**src/logic/clk_dist_pkg.sv**
```systemverilog
// shared constants for the clock distribution control block
package clk_dist_pkg;
	localparam int AW = 16;
	localparam int DW = 32;
	localparam int NUM_OUT = 4;
	localparam int NUM_DIV = 4;
	// register indices; byte address is four times the index
	localparam logic [11:0] SYS_IDX = 12'h230;
	localparam logic [11:0] UPD_IDX = 12'h232;
	localparam logic [11:0] OCFG_IDX = 12'h234;
	localparam logic [11:0] DCFG_IDX = 12'h235;
	localparam logic [11:0] STAT_IDX = 12'h236;
	localparam logic [AW-1:0] SYS_ADDR = {2'h0, SYS_IDX, 2'h0};
	localparam logic [AW-1:0] UPD_ADDR = {2'h0, UPD_IDX, 2'h0};
	localparam logic [AW-1:0] OCFG_ADDR = {2'h0, OCFG_IDX, 2'h0};
	localparam logic [AW-1:0] DCFG_ADDR = {2'h0, DCFG_IDX, 2'h0};
	localparam logic [AW-1:0] STAT_ADDR = {2'h0, STAT_IDX, 2'h0};
	// system register fields
	localparam int SYS_W = 3;
	localparam int SYS_SOFT = 0;
	localparam int SYS_PD_REF = 1;
	localparam int SYS_PD_SYNC = 2;
	localparam logic [SYS_W-1:0] SYS_RST = 3'h0;
	localparam int UPD_BIT = 0;
	// output config fields, one byte per selectable output
	localparam int OC_SE = 0;
	localparam int OC_EN_A = 1;
	localparam int OC_EN_B = 2;
	localparam int OC_INV_A = 3;
	localparam int OC_INV_B = 4;
	localparam int OC_STRIDE = 8;
	localparam int OCFG_W = NUM_OUT * OC_STRIDE;
	localparam logic [OCFG_W-1:0] OCFG_RST = 32'h0;
	localparam logic [NUM_DIV-1:0] DCFG_RST = 4'h0;
	// status fields
	localparam int ST_PIN = 3;
	localparam int ST_HOLD = 4;
	localparam int SYNC_STAGES = 3;
endpackage

```
**src/logic/align_if.sv**
```systemverilog
// alignment control signals between register logic and alignment unit
`timescale 1ns/10ps
interface align_if #(parameter int N = 4);
	logic soft_bit;
	logic pin_low;
	logic pwrdn;
	logic [N-1:0] ignore;
	logic [N-1:0] hold;
	logic [N-1:0] fire;
	modport ctrl (output soft_bit, pin_low, pwrdn, ignore, input hold, fire);
	modport unit (input soft_bit, pin_low, pwrdn, ignore, output hold, fire);
endinterface

```
**src/logic/align_unit.sv**
```systemverilog
// per divider alignment hold and alignment event generation
`timescale 1ns/10ps
module align_unit #(
	parameter int N = 4
) (
	// clock and reset
	input wire logic ref_clk,
	input wire logic rst,
	// alignment controls
	align_if.unit al
);
	logic eff_reg, eff_next;
	logic eff_raw;
	logic [N-1:0] hold_reg, hold_next;
	logic [N-1:0] fire_reg, fire_next;

	always_comb begin
		eff_raw = al.soft_bit | al.pin_low;
		eff_next = ~al.pwrdn & eff_raw;
		for (int i = 0; i < N; i++) begin
			hold_next[i] = eff_next & ~al.ignore[i];
			fire_next[i] = ~al.pwrdn & eff_reg & ~eff_raw & ~al.ignore[i];
		end
	end

	always_ff @(posedge ref_clk) begin
		if (rst) begin
			eff_reg <= 1'b0;
			hold_reg <= '0;
			fire_reg <= '0;
		end else begin
			eff_reg <= eff_next;
			hold_reg <= hold_next;
			fire_reg <= fire_next;
		end
	end

	assign al.hold = hold_reg;
	assign al.fire = fire_reg;

	polarity_a: assert property (@(posedge ref_clk) disable iff (rst)
		(!al.pwrdn && (al.soft_bit || al.pin_low)) |=> eff_reg)
		else $error("alignment level not taken from soft bit or pin");
	hold_a: assert property (@(posedge ref_clk) disable iff (rst)
		(al.soft_bit && !al.pwrdn && !al.ignore[0]) |=> hold_reg[0])
		else $error("channel not held while soft bit set");
	release_a: assert property (@(posedge ref_clk) disable iff (rst)
		(eff_reg && !al.soft_bit && !al.pin_low && !al.pwrdn
		&& !al.ignore[0]) |=> fire_reg[0] ##1 !fire_reg[0])
		else $error("release did not give one alignment pulse");
	ignore_a: assert property (@(posedge ref_clk) disable iff (rst)
		al.ignore[0] |=> (!fire_reg[0] && !hold_reg[0]))
		else $error("ignoring divider reacted to alignment");
	pwrdn_a: assert property (@(posedge ref_clk) disable iff (rst)
		al.pwrdn |=> (fire_reg == '0 && !eff_reg))
		else $error("alignment active while powered down");
endmodule

```
**src/logic/clk_dist_ctrl.sv**
```systemverilog
// system control, buffered register update and apb slave
//
// Decided for this implementation: the APB interface to the registers.
`timescale 1ns/10ps
module clk_dist_ctrl (
	// clock and reset
	input wire logic ref_clk,
	input wire logic rst,
	// apb slave
	input wire logic psel,
	input wire logic penable,
	input wire logic pwrite,
	input wire logic [clk_dist_pkg::AW-1:0] paddr,
	input wire logic [clk_dist_pkg::DW-1:0] pwdata,
	output logic [clk_dist_pkg::DW-1:0] prdata,
	output logic pready,
	output logic pslverr,
	// pins from outside
	input wire logic sclk,
	input wire logic sync_n,
	// power down controls
	output logic sync_pwrdn,
	output logic dist_ref_pwrdn,
	// divider alignment
	output logic [clk_dist_pkg::NUM_DIV-1:0] chan_hold,
	output logic [clk_dist_pkg::NUM_DIV-1:0] chan_align,
	// selectable output configuration
	output logic [clk_dist_pkg::NUM_OUT-1:0] se_mode,
	output logic [clk_dist_pkg::NUM_OUT-1:0] out_en_a,
	output logic [clk_dist_pkg::NUM_OUT-1:0] out_en_b,
	output logic [clk_dist_pkg::NUM_OUT-1:0] out_inv_a,
	output logic [clk_dist_pkg::NUM_OUT-1:0] out_inv_b
);
	import clk_dist_pkg::*;

	logic [SYNC_STAGES-1:0] sclk_sync_reg, sclk_sync_next;
	logic [SYNC_STAGES-1:0] syncn_sync_reg, syncn_sync_next;
	logic sclk_lvl_reg, sclk_lvl_next;
	logic syncn_lvl_reg, syncn_lvl_next;
	logic sclk_rise;
	logic [SYS_W-1:0] buf_sys_reg, buf_sys_next;
	logic [SYS_W-1:0] act_sys_reg, act_sys_next;
	logic [OCFG_W-1:0] buf_ocfg_reg, buf_ocfg_next;
	logic [OCFG_W-1:0] act_ocfg_reg, act_ocfg_next;
	logic [NUM_DIV-1:0] buf_dcfg_reg, buf_dcfg_next;
	logic [NUM_DIV-1:0] act_dcfg_reg, act_dcfg_next;
	logic upd_reg, upd_next;
	logic [DW-1:0] prdata_reg, prdata_next;
	logic pready_reg, pready_next;
	logic pslverr_reg, pslverr_next;
	logic setup, wr_en, wr_upd, hit;

	align_if #(.N(NUM_DIV)) al ();

	align_unit #(.N(NUM_DIV)) u_align (
		.ref_clk(ref_clk),
		.rst(rst),
		.al(al)
	);

	assign al.soft_bit = act_sys_reg[SYS_SOFT];
	assign al.pin_low = ~syncn_lvl_reg;
	assign al.pwrdn = act_sys_reg[SYS_PD_SYNC];
	assign al.ignore = act_dcfg_reg;

	// pin synchronisers and settled levels
	always_comb begin
		sclk_sync_next = {sclk_sync_reg[SYNC_STAGES-2:0], sclk};
		syncn_sync_next = {syncn_sync_reg[SYNC_STAGES-2:0], sync_n};
		sclk_lvl_next = sclk_lvl_reg;
		syncn_lvl_next = syncn_lvl_reg;
		if (sclk_sync_reg[1] == sclk_sync_reg[2]) begin
			sclk_lvl_next = sclk_sync_reg[2];
		end
		if (syncn_sync_reg[1] == syncn_sync_reg[2]) begin
			syncn_lvl_next = syncn_sync_reg[2];
		end
		sclk_rise = sclk_lvl_next & ~sclk_lvl_reg;
	end

	always_ff @(posedge ref_clk) begin
		if (rst) begin
			sclk_sync_reg <= '0;
			syncn_sync_reg <= '1;
			sclk_lvl_reg <= 1'b0;
			syncn_lvl_reg <= 1'b1;
		end else begin
			sclk_sync_reg <= sclk_sync_next;
			syncn_sync_reg <= syncn_sync_next;
			sclk_lvl_reg <= sclk_lvl_next;
			syncn_lvl_reg <= syncn_lvl_next;
		end
	end

	// register file, update and bus answer
	always_comb begin
		setup = psel & ~penable;
		wr_en = psel & penable & pready_reg & pwrite;
		wr_upd = wr_en && paddr == UPD_ADDR && pwdata[UPD_BIT];
		buf_sys_next = buf_sys_reg;
		buf_ocfg_next = buf_ocfg_reg;
		buf_dcfg_next = buf_dcfg_reg;
		act_sys_next = act_sys_reg;
		act_ocfg_next = act_ocfg_reg;
		act_dcfg_next = act_dcfg_reg;
		upd_next = upd_reg;
		if (upd_reg && sclk_rise) begin
			act_sys_next = buf_sys_reg;
			act_ocfg_next = buf_ocfg_reg;
			act_dcfg_next = buf_dcfg_reg;
			upd_next = 1'b0;
		end
		if (wr_upd) begin
			upd_next = 1'b1;
		end
		if (wr_en && paddr == SYS_ADDR) begin
			buf_sys_next = pwdata[SYS_W-1:0];
		end
		if (wr_en && paddr == OCFG_ADDR) begin
			buf_ocfg_next = pwdata[OCFG_W-1:0];
		end
		if (wr_en && paddr == DCFG_ADDR) begin
			buf_dcfg_next = pwdata[NUM_DIV-1:0];
		end
		hit = 1'b1;
		prdata_next = '0;
		case (paddr)
			SYS_ADDR: prdata_next[SYS_W-1:0] = buf_sys_reg;
			UPD_ADDR: prdata_next[UPD_BIT] = upd_reg;
			OCFG_ADDR: prdata_next[OCFG_W-1:0] = buf_ocfg_reg;
			DCFG_ADDR: prdata_next[NUM_DIV-1:0] = buf_dcfg_reg;
			STAT_ADDR: begin
				prdata_next[SYS_W-1:0] = act_sys_reg;
				prdata_next[ST_PIN] = syncn_lvl_reg;
				prdata_next[ST_HOLD] = |al.hold;
			end
			default: hit = 1'b0;
		endcase
		if (!setup) begin
			prdata_next = prdata_reg;
		end
		pready_next = setup;
		pslverr_next = setup ? ~hit : pslverr_reg;
	end

	always_ff @(posedge ref_clk) begin
		if (rst) begin
			buf_sys_reg <= SYS_RST;
			act_sys_reg <= SYS_RST;
			buf_ocfg_reg <= OCFG_RST;
			act_ocfg_reg <= OCFG_RST;
			buf_dcfg_reg <= DCFG_RST;
			act_dcfg_reg <= DCFG_RST;
			upd_reg <= 1'b0;
			prdata_reg <= '0;
			pready_reg <= 1'b0;
			pslverr_reg <= 1'b0;
		end else begin
			buf_sys_reg <= buf_sys_next;
			act_sys_reg <= act_sys_next;
			buf_ocfg_reg <= buf_ocfg_next;
			act_ocfg_reg <= act_ocfg_next;
			buf_dcfg_reg <= buf_dcfg_next;
			act_dcfg_reg <= act_dcfg_next;
			upd_reg <= upd_next;
			prdata_reg <= prdata_next;
			pready_reg <= pready_next;
			pslverr_reg <= pslverr_next;
		end
	end

	assign prdata = prdata_reg;
	assign pready = pready_reg;
	assign pslverr = pslverr_reg;
	assign sync_pwrdn = act_sys_reg[SYS_PD_SYNC];
	assign dist_ref_pwrdn = act_sys_reg[SYS_PD_REF];
	assign chan_hold = al.hold;
	assign chan_align = al.fire;

	// each selectable output splits into two single ended halves
	for (genvar i = 0; i < NUM_OUT; i++) begin : g_out
		assign se_mode[i] = act_ocfg_reg[i*OC_STRIDE+OC_SE];
		assign out_en_a[i] = act_ocfg_reg[i*OC_STRIDE+OC_EN_A];
		assign out_en_b[i] = act_ocfg_reg[i*OC_STRIDE+OC_EN_B];
		assign out_inv_a[i] = act_ocfg_reg[i*OC_STRIDE+OC_INV_A];
		assign out_inv_b[i] = act_ocfg_reg[i*OC_STRIDE+OC_INV_B];
	end

	upd_copy_a: assert property (@(posedge ref_clk) disable iff (rst)
		(upd_reg && sclk_rise) |=> act_sys_reg == $past(buf_sys_reg))
		else $error("buffer not copied on serial clock rise");
	upd_wait_a: assert property (@(posedge ref_clk) disable iff (rst)
		(upd_reg && !sclk_rise) |=> (upd_reg && $stable(act_sys_reg)))
		else $error("update acted without serial clock rise");
	upd_clear_a: assert property (@(posedge ref_clk) disable iff (rst)
		(upd_reg && sclk_rise && !wr_upd) |=> !upd_reg)
		else $error("update bit did not clear itself");
	sync_pd_a: assert property (@(posedge ref_clk) disable iff (rst)
		(upd_reg && sclk_rise && buf_sys_reg[SYS_PD_SYNC]) |=> sync_pwrdn)
		else $error("alignment power down not applied");
	ref_pd_a: assert property (@(posedge ref_clk) disable iff (rst)
		(upd_reg && sclk_rise && !buf_sys_reg[SYS_PD_REF]) |=> !dist_ref_pwrdn)
		else $error("reference power down not released");
	out_split_a: assert property (@(posedge ref_clk) disable iff (rst)
		(upd_reg && sclk_rise) |=> (out_en_b[1] == $past(buf_ocfg_reg[
		OC_STRIDE+OC_EN_B]) && out_inv_a[1] == $past(buf_ocfg_reg[
		OC_STRIDE+OC_INV_A])))
		else $error("output half controls not taken from config");
endmodule

```
**config.mk**
```make
export PLATFORM = sky130hd
export DESIGN_NAME = clk_dist_ctrl
export DESIGN_NICKNAME = d
export VERILOG_FILES = /design/src/logic/clk_dist_pkg.sv /design/src/logic/align_if.sv /design/src/logic/align_unit.sv /design/src/logic/clk_dist_ctrl.sv
export SDC_FILE = /design/constraint.sdc
export NUM_CORES = 1
export LEC_CHECK = 0
export BUFFER_PORTS_ARGS = -buffer_cell sky130_fd_sc_hd__buf_2
export CAP_MARGIN = 15
export CORE_UTILIZATION = 45
export CTS_CLUSTER_SIZE = 10
export DETAILED_ROUTE_END_ITERATION = 16
export PLACE_DENSITY = 0.73
export SYNTH_ARGS = -nofsm -noshare
export SYNTH_HDL_FRONTEND = slang
export SYNTH_SLANG_ARGS = --single-unit
```
**constraint.sdc**
```tcl
create_clock -name ref_clk -period 1.86 [get_ports ref_clk]
set_clock_uncertainty 0.15 [all_clocks]
set_input_delay 0.093 -clock ref_clk [delete_from_list [all_inputs] [get_ports ref_clk]]
set_output_delay 0.093 -clock ref_clk [all_outputs]
set_load 0.02 [all_outputs]
```
Word level (Yosys, flattened, before mapping) --
Cells that the tools add are included.
Storage, ports and cells: logic and storage cells 69, input bits 55, register bits after elaboration 127, output and inout bits 64
Cells by class: equality and inequality tests 7, reductions and logical operators 9, muxes and demuxes 9, bitwise logic cells 27
Operator list (count):
- $eq A16 B12 Y1 const B | 5
- $mux W27 | 1
- $and A1 B1 Y1 | 16
- $not A1 Y1 | 10
- $pmux W2 S4 | 1
- $logic_and A1 B1 Y1 | 6
- $pmux W1 S5 | 1
- $reduce_or A5 Y1 | 1
- $mux W1 | 4
- $reduce_or A4 Y1 | 1
- $pmux W1 S3 | 1
- $eq A1 B1 Y1 | 2
- $pmux W1 S2 | 1
- $reduce_bool A2 Y1 | 1
- $or A1 B1 Y1 | 1

Logic depth before layout (Yosys ltp) --
Gate-level depths: netlist (run 1).
depth in word-level cells 6, mapped depth 8, mapped depth without buffers 5

Modules after synthesis --
Synthesis (run 1) repeated with hierarchy kept, for this count alone.
Unflattened totals: cells, all modules 508, area total of the unflattened synthesis 4292.9 µm²
By module, submodules not included:
- clk_dist_ctrl | times used 1, cells each 487, sequential area each 2182.1 µm², area an instance 4023.9 µm²
- align_unit | times used 1, cells each 21, sequential area each 180.2 µm², area an instance 269.0 µm²

Worst setup path before layout (run 1) --
No wires, ideal clock.
path type input -> register, from input port paddr[13] in the netlist's numbering, to register buf_dcfg_reg[0], data arrival time 1.618 ns, required time 1.582 ns, buffers on the path 2, setup time 0.128 ns, slack -0.036 ns, cell stages on the path 7, cell sequence or4_1 buf_6 nor4_1 and2_1 clkbuf_2 mux2i_1 nor2_1
Between the ends: word-level cells in the longest chain between the ends 2
RTL lines:
- start: declaration | line clk_dist_ctrl.sv:13 | input wire logic [clk_dist_pkg::AW-1:0] paddr,
- $eq A16 B12 Y1 | line clk_dist_ctrl.sv:122 | if (wr_en && paddr == DCFG_ADDR) begin
- $logic_and A1 B1 Y1 | line clk_dist_ctrl.sv:122
- end signal: assignment | line clk_dist_ctrl.sv:163 | buf_dcfg_reg <= buf_dcfg_next;
- end: declaration | line clk_dist_ctrl.sv:45 | logic [NUM_DIV-1:0] buf_dcfg_reg, buf_dcfg_next;
No other way between the ends. A chain may end at the register's enable or synchronous reset.

Final worst setup path (run 1) --
from input port paddr[13] in the netlist's numbering, to register buf_ocfg_reg[27]
Between the ends: word-level cells in the longest chain between the ends 2
RTL lines:
- $eq A16 B12 Y1 | line clk_dist_ctrl.sv:119 | if (wr_en && paddr == OCFG_ADDR) begin
- $logic_and A1 B1 Y1 | line clk_dist_ctrl.sv:119
- end signal: assignment | line clk_dist_ctrl.sv:161 | buf_ocfg_reg <= buf_ocfg_next;
- end: declaration | line clk_dist_ctrl.sv:43 | logic [OCFG_W-1:0] buf_ocfg_reg, buf_ocfg_next;
No other way between the ends.

==> flow_metrics.env, run 1 <==
export IMPL_synthDistinctLibCells=39
export IMPL_critPathMaxStageDelay_ps=510
export IMPL_io_pins=119
export IMPL_cts_root_buf="clkbuf_8"
export IMPL_async_flop_share_pct=0
export IMPL_grt_pass1_wl_um=18200
export IMPL_dp_cells=739
export IMPL_maxCapViolCount=0
export IMPL_num_vias=4096
export IMPL_syn_area_sq_mm=0.00450
export IMPL_tightestPinTransition_ps=463
export IMPL_setup_slack_ps=222
export IMPL_fillers=838
export IMPL_gr_max_usage_layer="met2"
export IMPL_swShare_pct=20.1
export IMPL_end_kind="flop"
export IMPL_antenna_found_initial=0
export IMPL_post_cts_resize_count=0
export IMPL_wl_per_cell_um=14.5
export IMPL_regArea_sq_mm=0.00236
export IMPL_p_switching_w=0.00122
export IMPL_syn_nets=561
export IMPL_min_from="pwrite"
export IMPL_vias_per_cell=5.06
export IMPL_period_minus_slack_ps=1640
export IMPL_cp_max_fo=32
export IMPL_use_met3_pct=6.50
export IMPL_p_comb_share_pct=4.3
export IMPL_synth_edf_count=0
export IMPL_drive_above_1_share_pct=32.7
export IMPL_crit_required_ps=2130
export IMPL_p_per_area_mw_per_mm2=973
export IMPL_fmaxAchievable_mhz=611
export IMPL_diodes=0
export IMPL_io_buffers=118
export IMPL_yosysSeqAreaShare_pct=52.5
export IMPL_cts_buffers=17
export IMPL_finalHoldViolCount=0
export IMPL_synth_top_area_share_pct=52.5
export IMPL_wl_um=11700
export IMPL_clkLatencyLatePin_ps=500
export IMPL_postCtsHoldBufs=38
export IMPL_area_growth_pct=38.4
export IMPL_max_slew_margin_pct=68.9
export IMPL_grt_overflow=0
export IMPL_die_y_um=102
export IMPL_p_seq_share_pct=42.0
export IMPL_clock_sinks=118
export IMPL_fin_nets=718
export IMPL_drv_slew=0
export IMPL_gp_congestion=0.835
export IMPL_start_util_pct=46.3
export IMPL_grt_max_degree=54
export IMPL_crit_path_cell_trace="buf_2, or4_1, buf_4, nor4_4, and2_1, buf_12, nand2_1, a21oi_1"
export IMPL_postCtsSetupBuffers=0
export IMPL_final_period_utilization_pct=88.1
export IMPL_fin_tns_setup_ps=0
export IMPL_finalNonFillerCells=809
export IMPL_die_x_um=102
export IMPL_synth_ff_type="dfxtp_1"
export IMPL_coreArea_sq_mm=0.00973
export IMPL_leakagePower_nw=2.45
export IMPL_crit_arrival_ps=1910
export IMPL_synth_avg_cell_area_sq_um=8.89
export IMPL_drc_errors=0
export IMPL_tritoncts="done"
export IMPL_clockPowerShare_pct=53.7
export IMPL_fin_total_pwr_w=0.00606
export IMPL_rows=36
export IMPL_drtIter0Drc=172
export IMPL_crit_type="in2reg"
export IMPL_cp_startpoint="paddr[13]"
export IMPL_grtUsageMet1_pct=26.8
export IMPL_synthTopCellsByArea="dfxtp_1, nand2_1, a21oi_1, nand3_2, a21oi_2"
export IMPL_slowest_stage="or4_1"
export IMPL_min_path_type="in2reg"
export IMPL_dpl_worst_slack_ps=-267
export IMPL_start_kind="input port"
export IMPL_multi_input_area_sq_mm=0.00192
export IMPL_cts_max_level=4
export IMPL_first_global_vias=3917
export IMPL_dieArea_sq_mm=0.0104
export IMPL_synth_most_common_cell="nand2_1"
export IMPL_finalSetupViolCount=0
export IMPL_post_dp_hpwl_um=7500
export IMPL_synth_area_leader_cell="dfxtp_1"
export IMPL_rsz0062_at_grt="false"
export IMPL_cts_buffer_depth=2
export IMPL_worstReg2RegStart="pready"
export IMPL_ant_nets=0
export IMPL_synthTopCellsByCount="nand2_1, dfxtp_1, a21oi_1"
export IMPL_yosysWarnings=0
export IMPL_internal_power_w=0.00484
export IMPL_first_pass_iters=6
export IMPL_met2_usage_pct=39.4
export IMPL_syn_inst=506
export IMPL_ir_worst_vdd_v=0.000532
export IMPL_cts_clk_slew_worst_paths_ps=60
export IMPL_synth_seq_cells=118
export IMPL_track_usage_pct=23.0
export IMPL_status="complete, no violations"
cells in the final DEF, fill, tap and decap left out, drive strengths merged:
master       count
a32o             2
and4             1
and4b            1
a21oi           89
clkinv           3
a32oi            1
or4bb            1
dfxtp          118
or4              2
dlygate4sd3     38
nor4             9
or2              3
nor2            21
bufinv           3
clkinvlp         2
or4b             3
a222oi           2
nor3             1
inv              2
clkbuf          24
nand2b           2
o21ai            5
a22oi            6
nor2b            5
buf            139
and2             3
nand3           28
o41ai            1
nand2          150
a31oi            2
nand4b           2
mux2i            7
logic make-up after synthesis:
group | after synthesis | synth area share, %
compound gates | 108 | 14.7
mux | 7 | 1.56
flops | 118 | 52.5
simple gates | 232 | 26.1
buf+inv | 41 | 5.17
area by class of cell:
class | instances | area share, %
well taps | 133 | 2.67
repair buffers | 177 | 18.8
inverters | 2 | 0.121
clock inverters | 8 | 1.93
multi-input cells | 347 | 30.9
clock buffers | 24 | 7.71
flip-flops and latches | 118 | 37.9
routing by layer:
metal  vias to the layer above  wire [um]  share of wire (%)
met5                         -          0                  0
li1                       2022          -                  -
met1                      1910       5010                 43
met4                         0        248                2.1
met3                        26        563                4.8
met2                       138       5900                 50
through the flow:
step	hold slack (ps)	cell area [sq um]	util (%)
6_report	62.2	6230	64.0
5_1_grt	65.2	6230	64.0
4_1_cts	27.8	6230	64.0
3_5_place_dp	145	5250	53.9
3_3_place_gp	139	5250	53.9
2_1_floorplan	46.8	4530	-
critical path: cells and delay by family:
family | cells | cell delay [ps]
compound gates | 1 | 180
buf+inv | 3 | 480
simple gates | 4 | 1110
power groups by stage:
stage	clock [W]	sequential, W	combinational (W)
after global placement	0	0.00260	0.000192
after floorplan	0	0.00261	0.0000886
after detailed placement	0	0.00260	0.000195
after CTS	0.00330	0.00255	0.000257
final	0.00325	0.00255	0.000259
after global routing	0.00342	0.00255	0.000278
path summary, 6_finish.rpt:
path                  endpoint  slack [ps]  depth (start not counted)
max reg2reg   buf_ocfg_reg[27]         340                          5
max           buf_ocfg_reg[27]         220                          8
min                    upd_reg          60                          4
min reg2reg  syncn_sync_reg[1]         280                          1
Note: power is estimated with default switching activity, not from simulation.
==> run 2: changes to the inputs <==
--- a/config.mk
+++ b/config.mk
@@ -7,6 +7,7 @@
 export LEC_CHECK = 0
 export BUFFER_PORTS_ARGS = -buffer_cell sky130_fd_sc_hd__buf_2
 export CAP_MARGIN = 15
+export CORE_MARGIN = 2
 export CORE_UTILIZATION = 45
 export CTS_CLUSTER_SIZE = 10
 export DETAILED_ROUTE_END_ITERATION = 16
==> constraint.sdc (replaced) <==
create_clock -name ref_clk -period 1.3 [get_ports ref_clk]
set_clock_uncertainty 0.15 [all_clocks]
set_input_delay 0.065 -clock ref_clk [delete_from_list [all_inputs] [get_ports ref_clk]]
set_output_delay 0.065 -clock ref_clk [all_outputs]
set_load 0.02 [all_outputs]
==> flow_metrics.env, run 2 (synthesis gave the netlist of run 1 again) <==
export IMPL_cp_num_buf_inv=2
export IMPL_r2r_cells=6
export IMPL_die_x_um=104
export IMPL_cts_root_buf="clkbuf_8"
export IMPL_drtIter0Drc=360
export IMPL_start_kind="input port"
export IMPL_crit_arrival_ps=1800
export IMPL_area_growth_pct=66.0
export IMPL_fin_hold_ws_ps=-241
export IMPL_clkLatencyLatePin_ps=520
export IMPL_path_delay_family="simple AND/OR/NAND/NOR gates"
export IMPL_coreArea_sq_mm=0.00973
export IMPL_post_dp_hpwl_um=8140
export IMPL_io_buffers=118
export IMPL_final_period_utilization_pct=122
export IMPL_vias_per_cell=5.55
export IMPL_drc_errors=0
export IMPL_setup_slack_ps=-287
export IMPL_start_util_pct=46.3
export IMPL_crit_path_cell_trace="buf_6, or4_4, buf_12, nor4_4, and2_4, mux2i_1, nor2_1"
export IMPL_worstReg2RegStart="pready"
export IMPL_swShare_pct=21.0
export IMPL_cts_buffers=17
export IMPL_diodes=0
export IMPL_r2r_end="buf_ocfg_reg[25]"
export IMPL_maxCapViolCount=0
export IMPL_rows=36
export IMPL_grt_overflow=0
export IMPL_antenna_found_initial=0
export IMPL_cts_buffer_depth=2
export IMPL_status="finished, violations left"
export IMPL_cts_clk_slew_worst_paths_ps=60
export IMPL_critPathMaxStageDelay_ps=640
export IMPL_rsz0062_at_grt="true"
export IMPL_fmaxAchievable_mhz=630
export IMPL_grt_pass1_wl_um=23200
export IMPL_ant_nets=0
export IMPL_p_seq_share_pct=39.8
export IMPL_finalSetupViolCount=89
export IMPL_hold_depth=2
export IMPL_crit_type="in2reg"
export IMPL_cp_max_fo=6
export IMPL_track_usage_pct=27.0
export IMPL_drive_above_1_share_pct=50.8
export IMPL_first_pass_iters=6
export IMPL_wl_um=16800
export IMPL_ir_worst_vdd_v=0.000703
export IMPL_internal_power_w=0.00724
export IMPL_die_y_um=104
export IMPL_r2r_slack_ps=-190
export IMPL_wl_per_cell_um=19.7
export IMPL_violations="hold timing, setup timing"
export IMPL_min_from="rst"
export IMPL_clockPowerShare_pct=54.6
export IMPL_io_pins=119
export IMPL_leakagePower_nw=3.20
export IMPL_worstSetupPathDepth=7
export IMPL_gp_congestion=0.835
export IMPL_whs_endpoint="sclk_sync_reg[2]"
export IMPL_final_common_cell="dfxtp_1"
export IMPL_p_per_area_mw_per_mm2=1230
export IMPL_cts_max_level=4
export IMPL_num_vias=4727
export IMPL_period_minus_slack_ps=1590
export IMPL_p_comb_share_pct=5.6
export IMPL_min_path_type="in2reg"
export IMPL_grtUsageMet1_pct=29.2
export IMPL_first_global_vias=4737
export IMPL_gr_max_usage_layer="met2"
export IMPL_fin_total_pwr_w=0.00916
export IMPL_clock_sinks=118
export IMPL_grt_max_degree=28
export IMPL_finalHoldViolCount=17
export IMPL_crit_required_ps=1510
export IMPL_tritoncts="done"
export IMPL_slowest_stage="or4_4"
export IMPL_tightestPinTransition_ps=729
export IMPL_drv_slew=0
export IMPL_max_slew_margin_pct=51.3
export IMPL_met2_usage_pct=47.5
export IMPL_layout_common_cells="dfxtp_1, buf_2, nand2_1"
export IMPL_dieArea_sq_mm=0.0108
export IMPL_p_switching_w=0.00192
export IMPL_use_met3_pct=6.89
export IMPL_end_kind="flop"
export IMPL_fin_nets=761
==> run 2: area by class of cell <==
| class | count | area, sq um |
|---|---|---|
| Tap cell | 133 | 166 |
| Clock inverter | 8 | 143 |
| Sequential cell | 118 | 2370 |
| Multi-Input combinational cell | 347 | 2510 |
| Fill cell | 603 | 2260 |
| Timing Repair Buffer | 220 | 1790 |
| Clock buffer | 24 | 490 |
| Inverter | 2 | 7.51 |
==> run 2: through the flow <==
stage	std cells	TNS, ps	cell area (sq um)	util (%)	setup slack [ps]
2_1_floorplan	506	-34210	4550	-	-517
3_3_place_gp	756	-43880	5380	55.3	-710
3_5_place_dp	756	-48780	5380	55.3	-767
4_1_cts	846	-4760	6900	70.9	-116
5_1_grt	852	-13250	7470	76.8	-304
6_report	852	-10120	7470	76.8	-287
==> run 2: worst max path at each step <==
| stage | startpoint | end | slack (ps) |
|---|---|---|---|
| final | paddr[13] | buf_dcfg_reg[0] | -290 |
| after global routing | paddr[10] | prdata[22] | -300 |
| after CTS | paddr[10] | prdata[30] | -120 |
| after detailed placement | paddr[13] | buf_dcfg_reg[0] | -770 |
| after global placement | paddr[13] | buf_dcfg_reg[0] | -710 |
| after floorplan | paddr[9] | prdata[21] | -520 |
==> run 2: what timing repair did <==
item / CTS / global route
setup endpoints to repair: 75 / 106
hold buffers: 52 / 1
pin swaps: 35 / 52
buffers inserted: 4 / 6
gates cloned: 3 / 4
endpoints found under the hold margin: 82 / 23
resized for setup: 82 / 125
==> run 2: power groups by stage <==
stage / logic [W] / clock network (W) / registers (W)
2_1_floorplan: 0.000128 / 0 / 0.00373
3_3_place_gp: 0.000290 / 0 / 0.00372
3_5_place_dp: 0.000295 / 0 / 0.00372
4_1_cts: 0.000444 / 0.00496 / 0.00364
5_1_grt: 0.000530 / 0.00517 / 0.00365
6_report: 0.000510 / 0.00501 / 0.00365
==> run 2: metal layers <==
metal	routed length, um	vias to the layer above
met5	0	-
met4	731	0
met3	1090	76
met2	8570	269
met1	6360	2264
li1	-	2118
==> run 2: worst reg2reg max path, stage by stage (launching register included) <==
cell	delay (ps)
dfxtp_2	340
and4_4	290
buf_4	160
nand2_8	90
buf_8	160
nand2_1	90
a21oi_1	70
